<file path="src/inc/dmc_pkg.sv">
// dmc_pkg: constants and types for the two-channel word mover.
// assumes one core clock and a synchronous active-high reset.
package dmc_pkg;
    localparam int DMC_ADDR_W = 32;
    localparam int DMC_DATA_W = 32;
    localparam int DMC_NUM_CH = 2;
    // address step of one word move, in bytes
    localparam logic [31:0] DMC_WORD_BYTES = 32'h0000_0004;
    // region decode on the top address nibble
    localparam int DMC_RG_MSB = 31;
    localparam int DMC_RG_LSB = 28;
    localparam logic [3:0] DMC_NIB_PMEM = 4'h0;
    localparam logic [3:0] DMC_NIB_PERIPH = 4'h4;
    localparam logic [3:0] DMC_NIB_DMEM = 4'h8;
    // index of each target port on the memory side
    localparam int DMC_PMEM = 0;
    localparam int DMC_DMEM = 1;
    localparam int DMC_EMIF = 2;
    localparam int DMC_NUM_PORT = 3;
    // reset values
    localparam logic DMC_RST_ARM = 1'b1;
    localparam logic DMC_RST_LOW = 1'b0;
    localparam logic [31:0] DMC_RST_WORD = 32'h0000_0000;

    typedef enum logic [1:0] {
        DMC_RG_PMEM_R = 2'b00,
        DMC_RG_DMEM_R = 2'b01,
        DMC_RG_EMIF_R = 2'b10,
        DMC_RG_PERIPH_R = 2'b11
    } dmc_region_type;

    typedef enum logic [1:0] {
        DMC_AM_FIXED = 2'b00,
        DMC_AM_INC = 2'b01,
        DMC_AM_DEC = 2'b10
    } dmc_amode_type;

    typedef enum logic [1:0] {
        DMC_ST_IDLE = 2'b00,
        DMC_ST_READ = 2'b01,
        DMC_ST_WRITE = 2'b10
    } dmc_state_type;

    function automatic dmc_region_type dmc_region(input logic [31:0] addr);
        logic [3:0] nib;
        nib = addr[DMC_RG_MSB:DMC_RG_LSB];
        if (nib == DMC_NIB_PMEM) return DMC_RG_PMEM_R;
        else if (nib == DMC_NIB_DMEM) return DMC_RG_DMEM_R;
        else if (nib == DMC_NIB_PERIPH) return DMC_RG_PERIPH_R;
        else return DMC_RG_EMIF_R;
    endfunction
endpackage

</file>
<file path="src/hw/dmc_top.sv">
// dmc_top: two-channel word mover between program memory, data memory
// and the external memory interface, also running the boot copy.
// assumes memory ports ack a held request; the external arbiter ranks cpu first.
//
// Function
// - two independent channels, each with its own control settings
// - strap sampled after reset selects boot copy on channel zero
// - boot copies off-chip code into program memory; serial boot is alternative
// - reaches all program memory, data memory and external interface devices
// - program memory is never read, only written
// - never touches cache-configured memory or on-chip peripheral registers
// - source and destination programmed apart; fixed, step up or down
// - programmable word count; completion may raise an interrupt
// - lowest priority; starts internal access only when nothing else starts
// - internal accesses use idle cycles only, never delaying the cpu
// - cpu external requests held while a mover external access is in progress
// - each elementary move is exactly one 32-bit word
// - external interface serves mover only after pending cpu requests
`timescale 1ns/1ps
module dmc_top
    import dmc_pkg::*;
#(
    parameter int CNT_W = 16,
    parameter logic [31:0] BOOT_SRC = 32'h1000_0000,
    parameter logic [31:0] BOOT_DST = 32'h0000_0000,
    parameter logic [15:0] BOOT_WORDS = 16'h0100
) (
    input wire logic core_clk,
    input wire logic sys_rst,
    input wire logic boot_sel,
    input wire logic boot_serial,
    input wire logic pmem_cache_en,
    input wire logic [DMC_NUM_CH-1:0] ch_start,
    input wire logic [DMC_NUM_CH-1:0][31:0] ch_src,
    input wire logic [DMC_NUM_CH-1:0][31:0] ch_dst,
    input wire logic [DMC_NUM_CH-1:0][1:0] ch_src_mode,
    input wire logic [DMC_NUM_CH-1:0][1:0] ch_dst_mode,
    input wire logic [DMC_NUM_CH-1:0][CNT_W-1:0] ch_count,
    input wire logic [DMC_NUM_CH-1:0] ch_int_en,
    input wire logic [1:0] cpu_init,
    input wire logic [DMC_NUM_PORT-1:0] mem_ack,
    input wire logic [DMC_NUM_PORT-1:0][31:0] mem_rdata,
    output logic [DMC_NUM_PORT-1:0] mem_req_ff,
    output logic mem_we_ff,
    output logic [31:0] mem_addr_ff,
    output logic [31:0] mem_wdata_ff,
    output logic emif_hold_cpu_ff,
    output logic [DMC_NUM_CH-1:0] ch_busy_ff,
    output logic [DMC_NUM_CH-1:0] ch_irq_ff,
    output logic [DMC_NUM_CH-1:0] ch_err_ff,
    output logic boot_done_ff
);
    if (CNT_W < 2 || CNT_W > 32) begin : g_chk
        $error("CNT_W must lie between 2 and 32");
    end

    dmc_state_type state_ff;
    logic sel_ff;
    logic [1:0] rport_ff;
    logic [1:0] wport_ff;
    logic boot_arm_ff;
    logic boot_run_ff;
    logic [DMC_NUM_CH-1:0] int_en_ff;
    logic [DMC_NUM_CH-1:0][31:0] src_q;
    logic [DMC_NUM_CH-1:0][31:0] dst_q;
    logic [DMC_NUM_CH-1:0] act_q;
    logic [DMC_NUM_CH-1:0] done_q;
    logic [DMC_NUM_CH-1:0] load;
    logic [DMC_NUM_CH-1:0] step;
    logic [DMC_NUM_CH-1:0] abort;
    logic boot_go;
    logic pick;
    dmc_region_type src_rg;
    dmc_region_type dst_rg;
    logic legal;
    logic [1:0] port_now;
    logic port_free;

    // strap caught one cycle after reset release
    assign boot_go = boot_arm_ff && boot_sel && !boot_serial;

    // one counter and address pair per channel
    for (genvar i = 0; i < DMC_NUM_CH; i++) begin : g_ch
        logic bt;
        assign bt = (i == 0) && boot_go;
        assign load[i] = ch_start[i] || bt;
        dmc_chan #(.CNT_W(CNT_W)) u_chan (
            .core_clk(core_clk),
            .sys_rst(sys_rst),
            .load(load[i]),
            .load_src(bt ? BOOT_SRC : ch_src[i]),
            .load_dst(bt ? BOOT_DST : ch_dst[i]),
            .load_src_mode(bt ? DMC_AM_INC : ch_src_mode[i]),
            .load_dst_mode(bt ? DMC_AM_INC : ch_dst_mode[i]),
            .load_count(bt ? CNT_W'(BOOT_WORDS) : ch_count[i]),
            .step(step[i]),
            .abort(abort[i]),
            .src_ff(src_q[i]),
            .dst_ff(dst_q[i]),
            .active_ff(act_q[i]),
            .done_ff(done_q[i])
        );
        assign step[i] = (state_ff == DMC_ST_WRITE) && (sel_ff == 1'(i))
            && mem_req_ff[wport_ff] && mem_ack[wport_ff];
        assign abort[i] = (state_ff == DMC_ST_IDLE) && (pick == 1'(i))
            && act_q[i] && !legal && !load[i];
    end

    assign pick = !act_q[0];
    assign src_rg = dmc_region(src_q[pick]);
    assign dst_rg = dmc_region(dst_q[pick]);
    // program memory never a source; no cache, no peripheral registers
    // any data memory or external location, program memory as target
    assign legal = (src_rg == DMC_RG_DMEM_R || src_rg == DMC_RG_EMIF_R)
        && (dst_rg == DMC_RG_DMEM_R || dst_rg == DMC_RG_EMIF_R
            || (dst_rg == DMC_RG_PMEM_R && !pmem_cache_en));

    assign port_now = (state_ff == DMC_ST_WRITE) ? wport_ff : rport_ff;
    // internal access only in a cycle nobody else starts one
    assign port_free = (port_now == 2'(DMC_EMIF)) ? 1'b1 : !cpu_init[port_now[0]];

    always_ff @(posedge core_clk) begin
        if (sys_rst) begin
            state_ff <= DMC_ST_IDLE;
            sel_ff <= DMC_RST_LOW;
            rport_ff <= 2'h0;
            wport_ff <= 2'h0;
        end else begin
            case (state_ff)
                DMC_ST_IDLE: begin
                    if ((|act_q) && legal && !(|load)) begin
                        sel_ff <= pick;
                        rport_ff <= src_rg;
                        wport_ff <= dst_rg;
                        state_ff <= DMC_ST_READ;
                    end
                end
                DMC_ST_READ: begin
                    if (mem_req_ff[rport_ff] && mem_ack[rport_ff]) begin
                        state_ff <= DMC_ST_WRITE;
                    end
                end
                DMC_ST_WRITE: begin
                    if (mem_req_ff[wport_ff] && mem_ack[wport_ff]) begin
                        state_ff <= DMC_ST_IDLE;
                    end
                end
                default: state_ff <= DMC_ST_IDLE;
            endcase
        end
    end

    // one full word read, then the same word written
    // external request waits for the arbiter's ack, cpu ranks above
    always_ff @(posedge core_clk) begin
        if (sys_rst) begin
            mem_req_ff <= '0;
            mem_we_ff <= DMC_RST_LOW;
            mem_addr_ff <= DMC_RST_WORD;
            mem_wdata_ff <= DMC_RST_WORD;
        end else if (state_ff != DMC_ST_IDLE) begin
            if (mem_req_ff[port_now]) begin
                if (mem_ack[port_now]) begin
                    mem_req_ff <= '0;
                    if (state_ff == DMC_ST_READ) begin
                        mem_wdata_ff <= mem_rdata[port_now];
                    end
                end
            end else if (port_free) begin
                mem_req_ff[port_now] <= 1'b1;
                mem_we_ff <= (state_ff == DMC_ST_WRITE);
                mem_addr_ff <= (state_ff == DMC_ST_WRITE) ? dst_q[sel_ff] : src_q[sel_ff];
            end
        end
    end

    // cpu held while an external access of ours runs
    always_ff @(posedge core_clk) begin
        if (sys_rst) begin
            emif_hold_cpu_ff <= DMC_RST_LOW;
        end else if (state_ff != DMC_ST_IDLE && port_now == 2'(DMC_EMIF)) begin
            emif_hold_cpu_ff <= mem_req_ff[DMC_EMIF] ? !mem_ack[DMC_EMIF] : 1'b1;
        end else begin
            emif_hold_cpu_ff <= DMC_RST_LOW;
        end
    end

    // completion interrupt, enable latched at start
    always_ff @(posedge core_clk) begin
        if (sys_rst) begin
            int_en_ff <= '0;
            ch_irq_ff <= '0;
            ch_busy_ff <= '0;
            ch_err_ff <= '0;
        end else begin
            for (int i = 0; i < DMC_NUM_CH; i++) begin
                if (load[i]) begin
                    int_en_ff[i] <= (i == 0 && boot_go) ? 1'b0 : ch_int_en[i];
                end
                ch_err_ff[i] <= load[i] ? 1'b0 : (ch_err_ff[i] || abort[i]);
            end
            ch_irq_ff <= done_q & int_en_ff;
            ch_busy_ff <= act_q;
        end
    end

    always_ff @(posedge core_clk) begin
        if (sys_rst) begin
            boot_arm_ff <= DMC_RST_ARM;
            boot_run_ff <= DMC_RST_LOW;
            boot_done_ff <= DMC_RST_LOW;
        end else begin
            boot_arm_ff <= DMC_RST_LOW;
            if (boot_go) begin
                boot_run_ff <= 1'b1;
            end else if (boot_arm_ff) begin
                boot_done_ff <= 1'b1;
            end else if (boot_run_ff && (done_q[0] || abort[0])) begin
                boot_run_ff <= DMC_RST_LOW;
                boot_done_ff <= 1'b1;
            end
        end
    end

    a_no_pmem_rd: assert property (@(posedge core_clk) disable iff (sys_rst)
        mem_req_ff[DMC_PMEM] |-> mem_we_ff)
        else $error("read request on program memory");
    // no cache and no peripheral registers
    a_cache_block: assert property (@(posedge core_clk) disable iff (sys_rst)
        $rose(mem_req_ff[DMC_PMEM]) |-> $past(!pmem_cache_en))
        else $error("program memory touched while cached");
    a_periph_block: assert property (@(posedge core_clk) disable iff (sys_rst)
        (|mem_req_ff) |-> mem_addr_ff[DMC_RG_MSB:DMC_RG_LSB] != DMC_NIB_PERIPH)
        else $error("peripheral register region accessed");
    a_idle_steal: assert property (@(posedge core_clk) disable iff (sys_rst)
        ($rose(mem_req_ff[DMC_DMEM]) |-> !$past(cpu_init[DMC_DMEM]))
        and ($rose(mem_req_ff[DMC_PMEM]) |-> !$past(cpu_init[DMC_PMEM])))
        else $error("internal access started beside a cpu access");
    a_cpu_hold: assert property (@(posedge core_clk) disable iff (sys_rst)
        (mem_req_ff[DMC_EMIF] && !mem_ack[DMC_EMIF])
            |=> mem_req_ff[DMC_EMIF] && emif_hold_cpu_ff)
        else $error("external request dropped or cpu not held");
    // word read is the word written
    a_word_move: assert property (@(posedge core_clk) disable iff (sys_rst)
        (state_ff == DMC_ST_READ && mem_req_ff[rport_ff] && mem_ack[rport_ff])
            |=> state_ff == DMC_ST_WRITE && mem_wdata_ff == $past(mem_rdata[rport_ff]))
        else $error("written word differs from read word");
    a_fixed_prio: assert property (@(posedge core_clk) disable iff (sys_rst)
        (state_ff == DMC_ST_IDLE && act_q == 2'b11 && legal && !(|load))
            |=> state_ff == DMC_ST_READ && sel_ff == 1'b0)
        else $error("channel one served before channel zero");
    a_irq_done: assert property (@(posedge core_clk) disable iff (sys_rst)
        (done_q[1] && int_en_ff[1]) |=> ch_irq_ff[1])
        else $error("completion interrupt missing");
    // strap starts boot on channel zero
    a_boot_start: assert property (@(posedge core_clk) disable iff (sys_rst)
        boot_go |=> boot_run_ff && (act_q[0] || done_q[0]))
        else $error("boot copy not started");
endmodule // dmc_top

</file>
<file path="src/hw/dmc_chan.sv">
// dmc_chan: one channel's address generators and word counter.
// assumes the engine pulses step after each finished word move.
`timescale 1ns/1ps
module dmc_chan
    import dmc_pkg::*;
#(
    parameter int CNT_W = 16
) (
    input wire logic core_clk,
    input wire logic sys_rst,
    input wire logic load,
    input wire logic [31:0] load_src,
    input wire logic [31:0] load_dst,
    input wire logic [1:0] load_src_mode,
    input wire logic [1:0] load_dst_mode,
    input wire logic [CNT_W-1:0] load_count,
    input wire logic step,
    input wire logic abort,
    output logic [31:0] src_ff,
    output logic [31:0] dst_ff,
    output logic active_ff,
    output logic done_ff
);
    logic [CNT_W-1:0] remain_ff;
    logic [1:0] smode_ff;
    logic [1:0] dmode_ff;

    function automatic logic [31:0] nxt_addr(input logic [31:0] a, input logic [1:0] m);
        if (m == DMC_AM_INC) return a + DMC_WORD_BYTES;
        else if (m == DMC_AM_DEC) return a - DMC_WORD_BYTES;
        else return a;
    endfunction

    always_ff @(posedge core_clk) begin
        if (sys_rst) begin
            src_ff <= DMC_RST_WORD;
            dst_ff <= DMC_RST_WORD;
            smode_ff <= DMC_AM_FIXED;
            dmode_ff <= DMC_AM_FIXED;
        end else if (load) begin
            src_ff <= load_src;
            dst_ff <= load_dst;
            smode_ff <= load_src_mode;
            dmode_ff <= load_dst_mode;
        end else if (step) begin
            src_ff <= nxt_addr(src_ff, smode_ff);
            dst_ff <= nxt_addr(dst_ff, dmode_ff);
        end
    end

    always_ff @(posedge core_clk) begin
        if (sys_rst) begin
            remain_ff <= '0;
            active_ff <= DMC_RST_LOW;
            done_ff <= DMC_RST_LOW;
        end else begin
            done_ff <= DMC_RST_LOW;
            if (load) begin
                remain_ff <= load_count;
                active_ff <= (load_count != '0);
                done_ff <= (load_count == '0);
            end else if (abort) begin
                active_ff <= DMC_RST_LOW;
            end else if (step) begin
                remain_ff <= remain_ff - 1'b1;
                if (remain_ff == {{(CNT_W-1){1'b0}}, 1'b1}) begin
                    active_ff <= DMC_RST_LOW;
                    done_ff <= 1'b1;
                end
            end
        end
    end

    a_step_inc: assert property (@(posedge core_clk) disable iff (sys_rst)
        ($past(step) && !$past(load) && $past(smode_ff) == DMC_AM_INC)
            |-> src_ff == $past(src_ff) + DMC_WORD_BYTES)
        else $error("source address did not step up by one word");
    a_count_end: assert property (@(posedge core_clk) disable iff (sys_rst)
        (step && !load && !abort && remain_ff == {{(CNT_W-1){1'b0}}, 1'b1})
            |=> done_ff && !active_ff)
        else $error("channel did not finish on last word");
endmodule // dmc_chan

</file>
<file path="config.mk">
export PLATFORM = sky130hd
export DESIGN_NAME = dmc_top
export DESIGN_NICKNAME = d
export VERILOG_FILES = /design/src/inc/dmc_pkg.sv /design/src/hw/dmc_top.sv /design/src/hw/dmc_chan.sv
export SDC_FILE = /design/constraint.sdc
export NUM_CORES = 1
export LEC_CHECK = 0
export BUFFER_PORTS_ARGS = -buffer_cell sky130_fd_sc_hd__buf_4
export CELL_PAD_IN_SITES_DETAIL_PLACEMENT = 1
export CELL_PAD_IN_SITES_GLOBAL_PLACEMENT = 1
export CORE_UTILIZATION = 25
export CTS_CLUSTER_SIZE = 24
export DETAILED_ROUTE_END_ITERATION = 7
export HOLD_SLACK_MARGIN = 0.03
export PLACE_DENSITY_LB_ADDON = 0.15
export SYNTH_ARGS = -nofsm -noshare
export SYNTH_HDL_FRONTEND = slang
export SYNTH_SLANG_ARGS = --single-unit
</file>
<file path="constraint.sdc">
create_clock -name core_clk -period 11.5 [get_ports core_clk]
set_input_delay 1.725 -clock core_clk [delete_from_list [all_inputs] [get_ports core_clk]]
set_output_delay 1.725 -clock core_clk [all_outputs]
set_load 0.02 [all_outputs]
</file>
=== After elaboration in Yosys (flattened, before gate mapping) ===
Cells that the tools add are included.

* Order comparisons: 7
* Muxes and demuxes: 93
* Reduce and logical (&&, ||, !) cells: 83
* Equality and inequality tests: 28
* Add/subtract/negate cells: 10
* Bitwise gates (word level): 6

{| class="wikitable"
|+ Operator list
! kind !! count
|-
| 2-to-1 mux 32 bit || 28
|-
| adder 32 x 3 -> 32 bit (second input constant) || 4
|-
| subtractor 32 x 3 -> 32 bit (second input constant) || 4
|-
| 2-to-1 mux 16 bit || 7
|-
| binary-select mux 32 bit (select 2 bit) || 1
|-
| 2-to-1 mux 1 bit || 36
|-
| equality test 16 x 1 -> 1 bit (second input constant) || 2
|-
| zero test 16 bit || 2
|-
| nonzero test 16 bit || 2
|-
| subtractor 16 x 1 -> 16 bit (second input constant) || 2
|-
| logical AND 1 bit || 25
|-
| nonzero test 3 bit || 8
|-
| AND reduction 2 bit || 11
|-
| 2-to-1 mux 2 bit || 10
|-
| equality test 2 bit (second input constant) || 8
|-
| equality test 2 x 1 -> 1 bit (second input constant) || 7
|-
| binary-select mux 1 bit (select 2 bit) || 6
|-
| nonzero test 2 bit || 6
|-
| inequality test 2 x 1 -> 1 bit (second input constant) || 5
|-
| OR reduction 2 bit || 5
|-
| zero test 1 bit || 9
|-
| < comparator 2 x 3 -> 1 bit (second input constant) || 3
|-
| 2-to-1 mux 3 bit || 3
|-
| AND reduction 3 bit || 3
|-
| other kinds (14) || 30
|}

* Word-level logic and storage cells: 259
* Input port bits: 278
* Flip-flop bits (word level): 259

=== Depth between registers and ports, before layout ===
* Depth after elaboration: 19
* Mapped depth: 14
* Mapped depth without buffers: 13

=== By module ===
Synthesis repeated with hierarchy kept, for this count alone.

* Cell total of the unflattened synthesis: 2383
* Area total of the unflattened synthesis: 19418.6 um2

{| class="wikitable"
|+ By module, submodules not included
! module !! times used !! area an instance (um2) !! cells each
|-
| dmc_chan at g_ch[1].u_chan || 1 || 6810.3 || 875
|-
| dmc_chan at g_ch[0].u_chan || 1 || 6776.5 || 887
|-
| dmc_top || 1 || 5831.8 || 621
|}

=== Worst setup path after synthesis ===
OpenSTA, ideal clock, no wires.

* Kind: reg2reg
* Start: register g_ch[0].u_chan.dmode_ff[1]
* End: register g_ch[0].u_chan.dst_ff[29]
* Path slack: 7843 ps
* Data required time: 11365 ps
* Path buffers: 0
* Stages on the path, launching flop included: 14
* Arrival: 3523 ps
* Cell sequence: dfxtp_1 -> inv_1 -> ha_1 -> inv_1 -> ha_1 -> a211o_1 -> a21oi_1 -> a21oi_1 -> a22oi_1 -> and2_4 -> o21ai_2 -> a221oi_2 -> mux2_1 -> or4_4

* Cells in the longest elaborated chain, start to end: 4
* Elaborated cells between the ends (all ways): 7

{| class="wikitable"
|+ RTL lines
! element !! RTL line !! source
|-
| start, declared || dmc_chan.sv:26 || <nowiki>logic [1:0] dmode_ff;</nowiki>
|-
| start signal, assigned || dmc_chan.sv:44 || <nowiki>dmode_ff <= load_dst_mode;</nowiki>
|-
| equality test 2 x 1 -> 1 bit || dmc_chan.sv:29 || <nowiki>if (m == DMC_AM_INC) return a + DMC_WORD_BYTES;</nowiki>
|-
| 2-to-1 mux 32 bit || dmc_chan.sv:29 ||
|-
| 2-to-1 mux 32 bit || dmc_chan.sv:45 || <nowiki>end else if (step) begin</nowiki>
|-
| 2-to-1 mux 32 bit || dmc_chan.sv:40 || <nowiki>end else if (load) begin</nowiki>
|-
| end signal, assigned || dmc_chan.sv:42 || <nowiki>dst_ff <= load_dst;</nowiki>
|-
| end signal, assigned || dmc_chan.sv:47 || <nowiki>dst_ff <= nxt_addr(dst_ff, dmode_ff);</nowiki>
|-
| end, declared || dmc_chan.sv:20 || <nowiki>output logic [31:0] dst_ff,</nowiki>
|}

Several ways; a longest one is shown, not always the timed one. The select of a mux whose other input is x is not followed.
A chain may end at the register's enable or synchronous reset.

=== Final worst setup path ===
* Start: input mem_ack[0]
* End: register g_ch[1].u_chan.dst_ff[26]

* Cells in the longest elaborated chain, start to end: 5

{| class="wikitable"
|+ RTL lines
! element !! RTL line !! source
|-
| start, declared || dmc_top.sv:41 || <nowiki>input wire logic [DMC_NUM_PORT-1:0] mem_ack,</nowiki>
|-
| binary-select mux 1 bit (select 2 bit) || dmc_top.sv:104 || <nowiki>&& mem_req_ff[wport_ff] && mem_ack[wport_ff];</nowiki>
|-
| 2-to-1 mux 1 bit (implied by the code) || dmc_top.sv:104 ||
|-
| logical AND 1 bit || dmc_top.sv:104 ||
|-
| nonzero test 2 bit (no source line) || n/a ||
|-
| AND reduction 2 bit (no source line) || n/a ||
|-
| end signal, assigned || dmc_chan.sv:42 ||
|-
| end signal, assigned || dmc_chan.sv:47 ||
|-
| end, declared || dmc_chan.sv:20 ||
|}

No other way between the ends. The select of a mux whose other input is x is not followed.

==> qor.yml <==
number_of_flops_mapped_to_enable_cells_by_yosys: 0
cellPowerDensity_nw_per_um2: 141
period_minus_slack_ns: 4.04
r2r_cells: 14
crit_path_cell_trace: "buf_4 > nand2_1 > o21ai_0 > o211ai_1 > nor2_1 > nand2_1 > and3_1 > a21oi_1 > o22ai_1"
final.period_utilization_pct: 35.2
vias: 18470
tritoncts.num_buffers: 38
critical_path_class: "primary input to register"
ys_async_sr_fraction_pct: 0
switchingPower_mw: 1.08
cellInternalPower_mw: 2.15
num_rows: 98
synthesized_area_um2: 18100
timing.critical_path.mode_cell: "sky130_fd_sc_hd__nand2_1"
hp_class: "register to register"
sw_frac_of_total_pct: 33.5
grt_usage_pct: 20.4
detail_route.first_pass.iterations: 5
floorplan.die.width_um: 271
worstHoldPathCells: 2
critical_path.endpoint_type: "register"
wire_per_inst_um: 21.8
slew_headroom_pct: 33.5
grt_pass1_vias: 19124
setup_violators_final: 0
r2r-start: "g_ch[0].u_chan.dmode_ff[1]"
totalNegativeSetupSlack_ns: 0
worstMarginPinSlew_ns: 0.995
leakage_nw: 9.65
synth_seq_area_share_pct: 28.6
rsz0062_at_grt: "false"
buffer_ports.inserted: 353
synthToLayoutAreaGrowth_pct: 26.7
ff2ff_setup_slack_ns: 7.48
synthesis.instances: 2296
crit_required_ns: 11.90
die_height_um: 271
prevailing_post_synth_register_cell: "sky130_fd_sc_hd__dfxtp_1"
initial_core_utilization_pct: 25.3
cts_tree: "yes"
cts_max_level: 2
max_cap_viol_count: 0
detail-route-antenna-nets: 0
critical_path.reg2reg.endpoint: "g_ch[0].u_chan.dst_ff[27]"
final_clock_skew_ns: 0.0274
post_synth.cell_area_avg_um2: 7.90
die_area_um2: 73600
combPwrFrac_pct: 30.5
vdd_drop_max_v: 0.0000776
synth.net_count: 2699
cts_hold_buf: 0
worst_hold_startpoint: "mem_addr_ff[24]"
grt_antenna_before_repair: 3
core_footprint_um2: 71600
post-cts-setup-buffer-count: 0
clk_pin_slew_worst_paths_ns: 0.06
dpl.hpwl_mm: 59.4
yosysWarnings: 0
wl_mm: 77.8
critical_path_arrival_ns: 4.44
clk-insertion-delay-late_ns: 0.57
design_power_total_mw: 3.24
first_pass_grt_wire_length_mm: 117
post_cts_resize_count: 0
power.clock.fraction_pct: 38.1
overflow: 0
min_to: "mem_addr_ff[24]"
clock_tree.root_cell: "sky130_fd_sc_hd__clkbuf_16"
yosys_register_bits: 259
drv_slew: 0
detail_route.drc_violations: 0
io-pin-count: 354
drc_marker_count_from_the_first_detailed_route_iteration: 940
place_congestion: 0.867
run_status: "finished, final reports clean"
nNetsFinal: 2992
timing.critical_path.fanout_max: 29
finalHoldViolations: 0
achievable-frequency_mhz: 247
clock-sinks: 259
critical_path.slowest_cell: "sky130_fd_sc_hd__nand2_1"
grt_max_degree: 71
fraction_of_layout_cells_with_a_size_suffix_above_1_pct: 20.2
seq_power_share_pct: 31.4
clk_buf_depth: 3
timing.hold.ws_ns: 0.459
post_synth_num_cell_types: 103
cp_slowest_stage_delay_ns: 0.76
post_drt_via_cell_ratio: 5.18
startpoint_type: "primary input"
## synth_stat cells, types with 10 or more instances
cell type / n / area [µm²]
sky130_fd_sc_hd__nand2_1: 286 / 1070
sky130_fd_sc_hd__and3_1: 18 / 113
sky130_fd_sc_hd__xnor2_1: 73 / 639
sky130_fd_sc_hd__nor3_1: 39 / 195
sky130_fd_sc_hd__a21oi_1: 312 / 1560
sky130_fd_sc_hd__nand3_1: 42 / 210
sky130_fd_sc_hd__o21bai_1: 19 / 143
sky130_fd_sc_hd__o211a_1: 17 / 170
sky130_fd_sc_hd__o22ai_1: 13 / 81.3
sky130_fd_sc_hd__o21ai_0: 113 / 566
sky130_fd_sc_hd__nor2b_1: 16 / 100
sky130_fd_sc_hd__o21a_1: 16 / 120
sky130_fd_sc_hd__buf_2: 14 / 70.1
sky130_fd_sc_hd__xor2_1: 45 / 394
sky130_fd_sc_hd__inv_1: 36 / 135
sky130_fd_sc_hd__a21o_1: 65 / 488
sky130_fd_sc_hd__clkbuf_1: 103 / 387
sky130_fd_sc_hd__dfxtp_1: 259 / 5180
sky130_fd_sc_hd__nand4_1: 14 / 87.6
sky130_fd_sc_hd__ha_1: 121 / 1510
sky130_fd_sc_hd__or3_1: 10 / 62.6
sky130_fd_sc_hd__o211ai_1: 16 / 120
sky130_fd_sc_hd__a22oi_1: 27 / 203
sky130_fd_sc_hd__mux4_2: 32 / 721
sky130_fd_sc_hd__nor2_1: 246 / 923
sky130_fd_sc_hd__a211oi_1: 63 / 473
sky130_fd_sc_hd__nor4_1: 17 / 106
sky130_fd_sc_hd__buf_1: 13 / 48.8
sky130_fd_sc_hd__nand2b_1: 12 / 75.1
sky130_fd_sc_hd__a31oi_1: 28 / 175
sky130_fd_sc_hd__mux2i_1: 33 / 330
## per-stage QoR
step | worst slack, ns | utilization, % | instance area, µm² | std cells
3_5_place_dp | 6.79 | 30.3 | 21700 | 3499
5_1_grt | 7.12 | 32.1 | 23000 | 3563
2_1_floorplan | 7.84 | - | 18100 | 2296
4_1_cts | 7.37 | 32.1 | 23000 | 3563
6_report | 7.46 | 32.1 | 23000 | 3564
3_3_place_gp | 6.91 | 30.3 | 21700 | 3499
## worst max path at each step
stage / startpoint / to / cells after the start
finish: mem_ack[0] / g_ch[1].u_chan.dst_ff[26] / 9
global route: mem_ack[0] / g_ch[1].u_chan.dst_ff[25] / 9
CTS: mem_ack[2] / g_ch[1].u_chan.dst_ff[24] / 9
detailed placement: mem_ack[2] / g_ch[1].u_chan.dst_ff[24] / 9
global placement: mem_ack[0] / g_ch[1].u_chan.dst_ff[24] / 9
floorplan: g_ch[0].u_chan.dmode_ff[1] / g_ch[0].u_chan.dst_ff[29] / 13
## area by class of cell
| class | count | area, µm² |
|---|---|---|
| diodes | 1 | 2.50 |
| clock buffers | 52 | 1080 |
| clock inverters | 12 | 189 |
| fillers | 8564 | 48600 |
| inverters | 37 | 139 |
| multi-input cells | 1865 | 12300 |
| flip-flops and latches | 259 | 5190 |
| well taps | 950 | 1190 |
| repair buffers | 388 | 2920 |
## critical path: cells and delay by family
kind                   cells  cell delay [ns]
and+or+nand+nor            4             1.85
buffers and inverters      1             0.09
AOI/OAI and AO/OA          4             0.78
## power groups by stage
stage          logic [mW]  clock network (mW)  registers [mW]
5_1_grt              1.09                1.31            1.02
3_5_place_dp        0.979                   0            1.04
4_1_cts             0.988                1.28            1.02
2_1_floorplan       0.700                   0           0.999
6_report            0.986                1.23            1.02
3_3_place_gp        0.963                   0            1.04
## layer usage
metal  track usage (%)  routed length [µm]  part of all wire (%)
met1              25.0               34300                    44
met2              35.6               37300                    48
met3              3.49                3720                   4.8
met4              7.30                2480                   3.2
met5                 0                  27                 0.035
## kinds of logic after synthesis
kind of cell / count (synthesis) / share of synthesized area (%)
mux: 70 / 6.11
buf+inv: 172 / 3.94
fa+ha+maj: 125 / 8.79
simple gates: 755 / 18.7
flops: 259 / 28.6
compound gates: 797 / 28.2
xor+xnor: 118 / 5.70
## state kept, by name (all words and copies together) (netlist names), 3 cells and up
| signal | count |
|---|---|
| g_ch.u_chan.remain_ff | 32 |
| mem_req_ff | 3 |
| mem_addr_ff | 32 |
| mem_wdata_ff | 32 |
| g_ch.u_chan.dmode_ff | 4 |
| g_ch.u_chan.smode_ff | 4 |
| g_ch.u_chan.dst_ff | 64 |
| g_ch.u_chan.src_ff | 64 |
## layout by cell type (no fill, tap or decap), drive strengths merged, types with 8 or more instances in the layout
| cell type | count |
|---|---|
| a211o | 9 |
| a211oi | 64 |
| a21o | 66 |
| a21oi | 313 |
| a22oi | 27 |
| a31oi | 28 |
| and2 | 11 |
| and3 | 21 |
| buf | 388 |
| clkbuf | 52 |
| dfxtp | 259 |
| ha | 121 |
| inv | 37 |
| mux2i | 33 |
| mux4 | 32 |
| nand2 | 287 |
| nand2b | 12 |
| nand3 | 43 |
| nand4 | 14 |
| nor2 | 247 |
| nor2b | 17 |
| nor3 | 41 |
| nor4 | 17 |
| o211a | 17 |
| o211ai | 16 |
| o21a | 16 |
| o21ai | 118 |
| o21bai | 19 |
| o221ai | 8 |
| o22ai | 13 |
| or2 | 9 |
| or3 | 10 |
| xnor2 | 73 |
| xor2 | 45 |
Power figures use the tool's default switching activity.
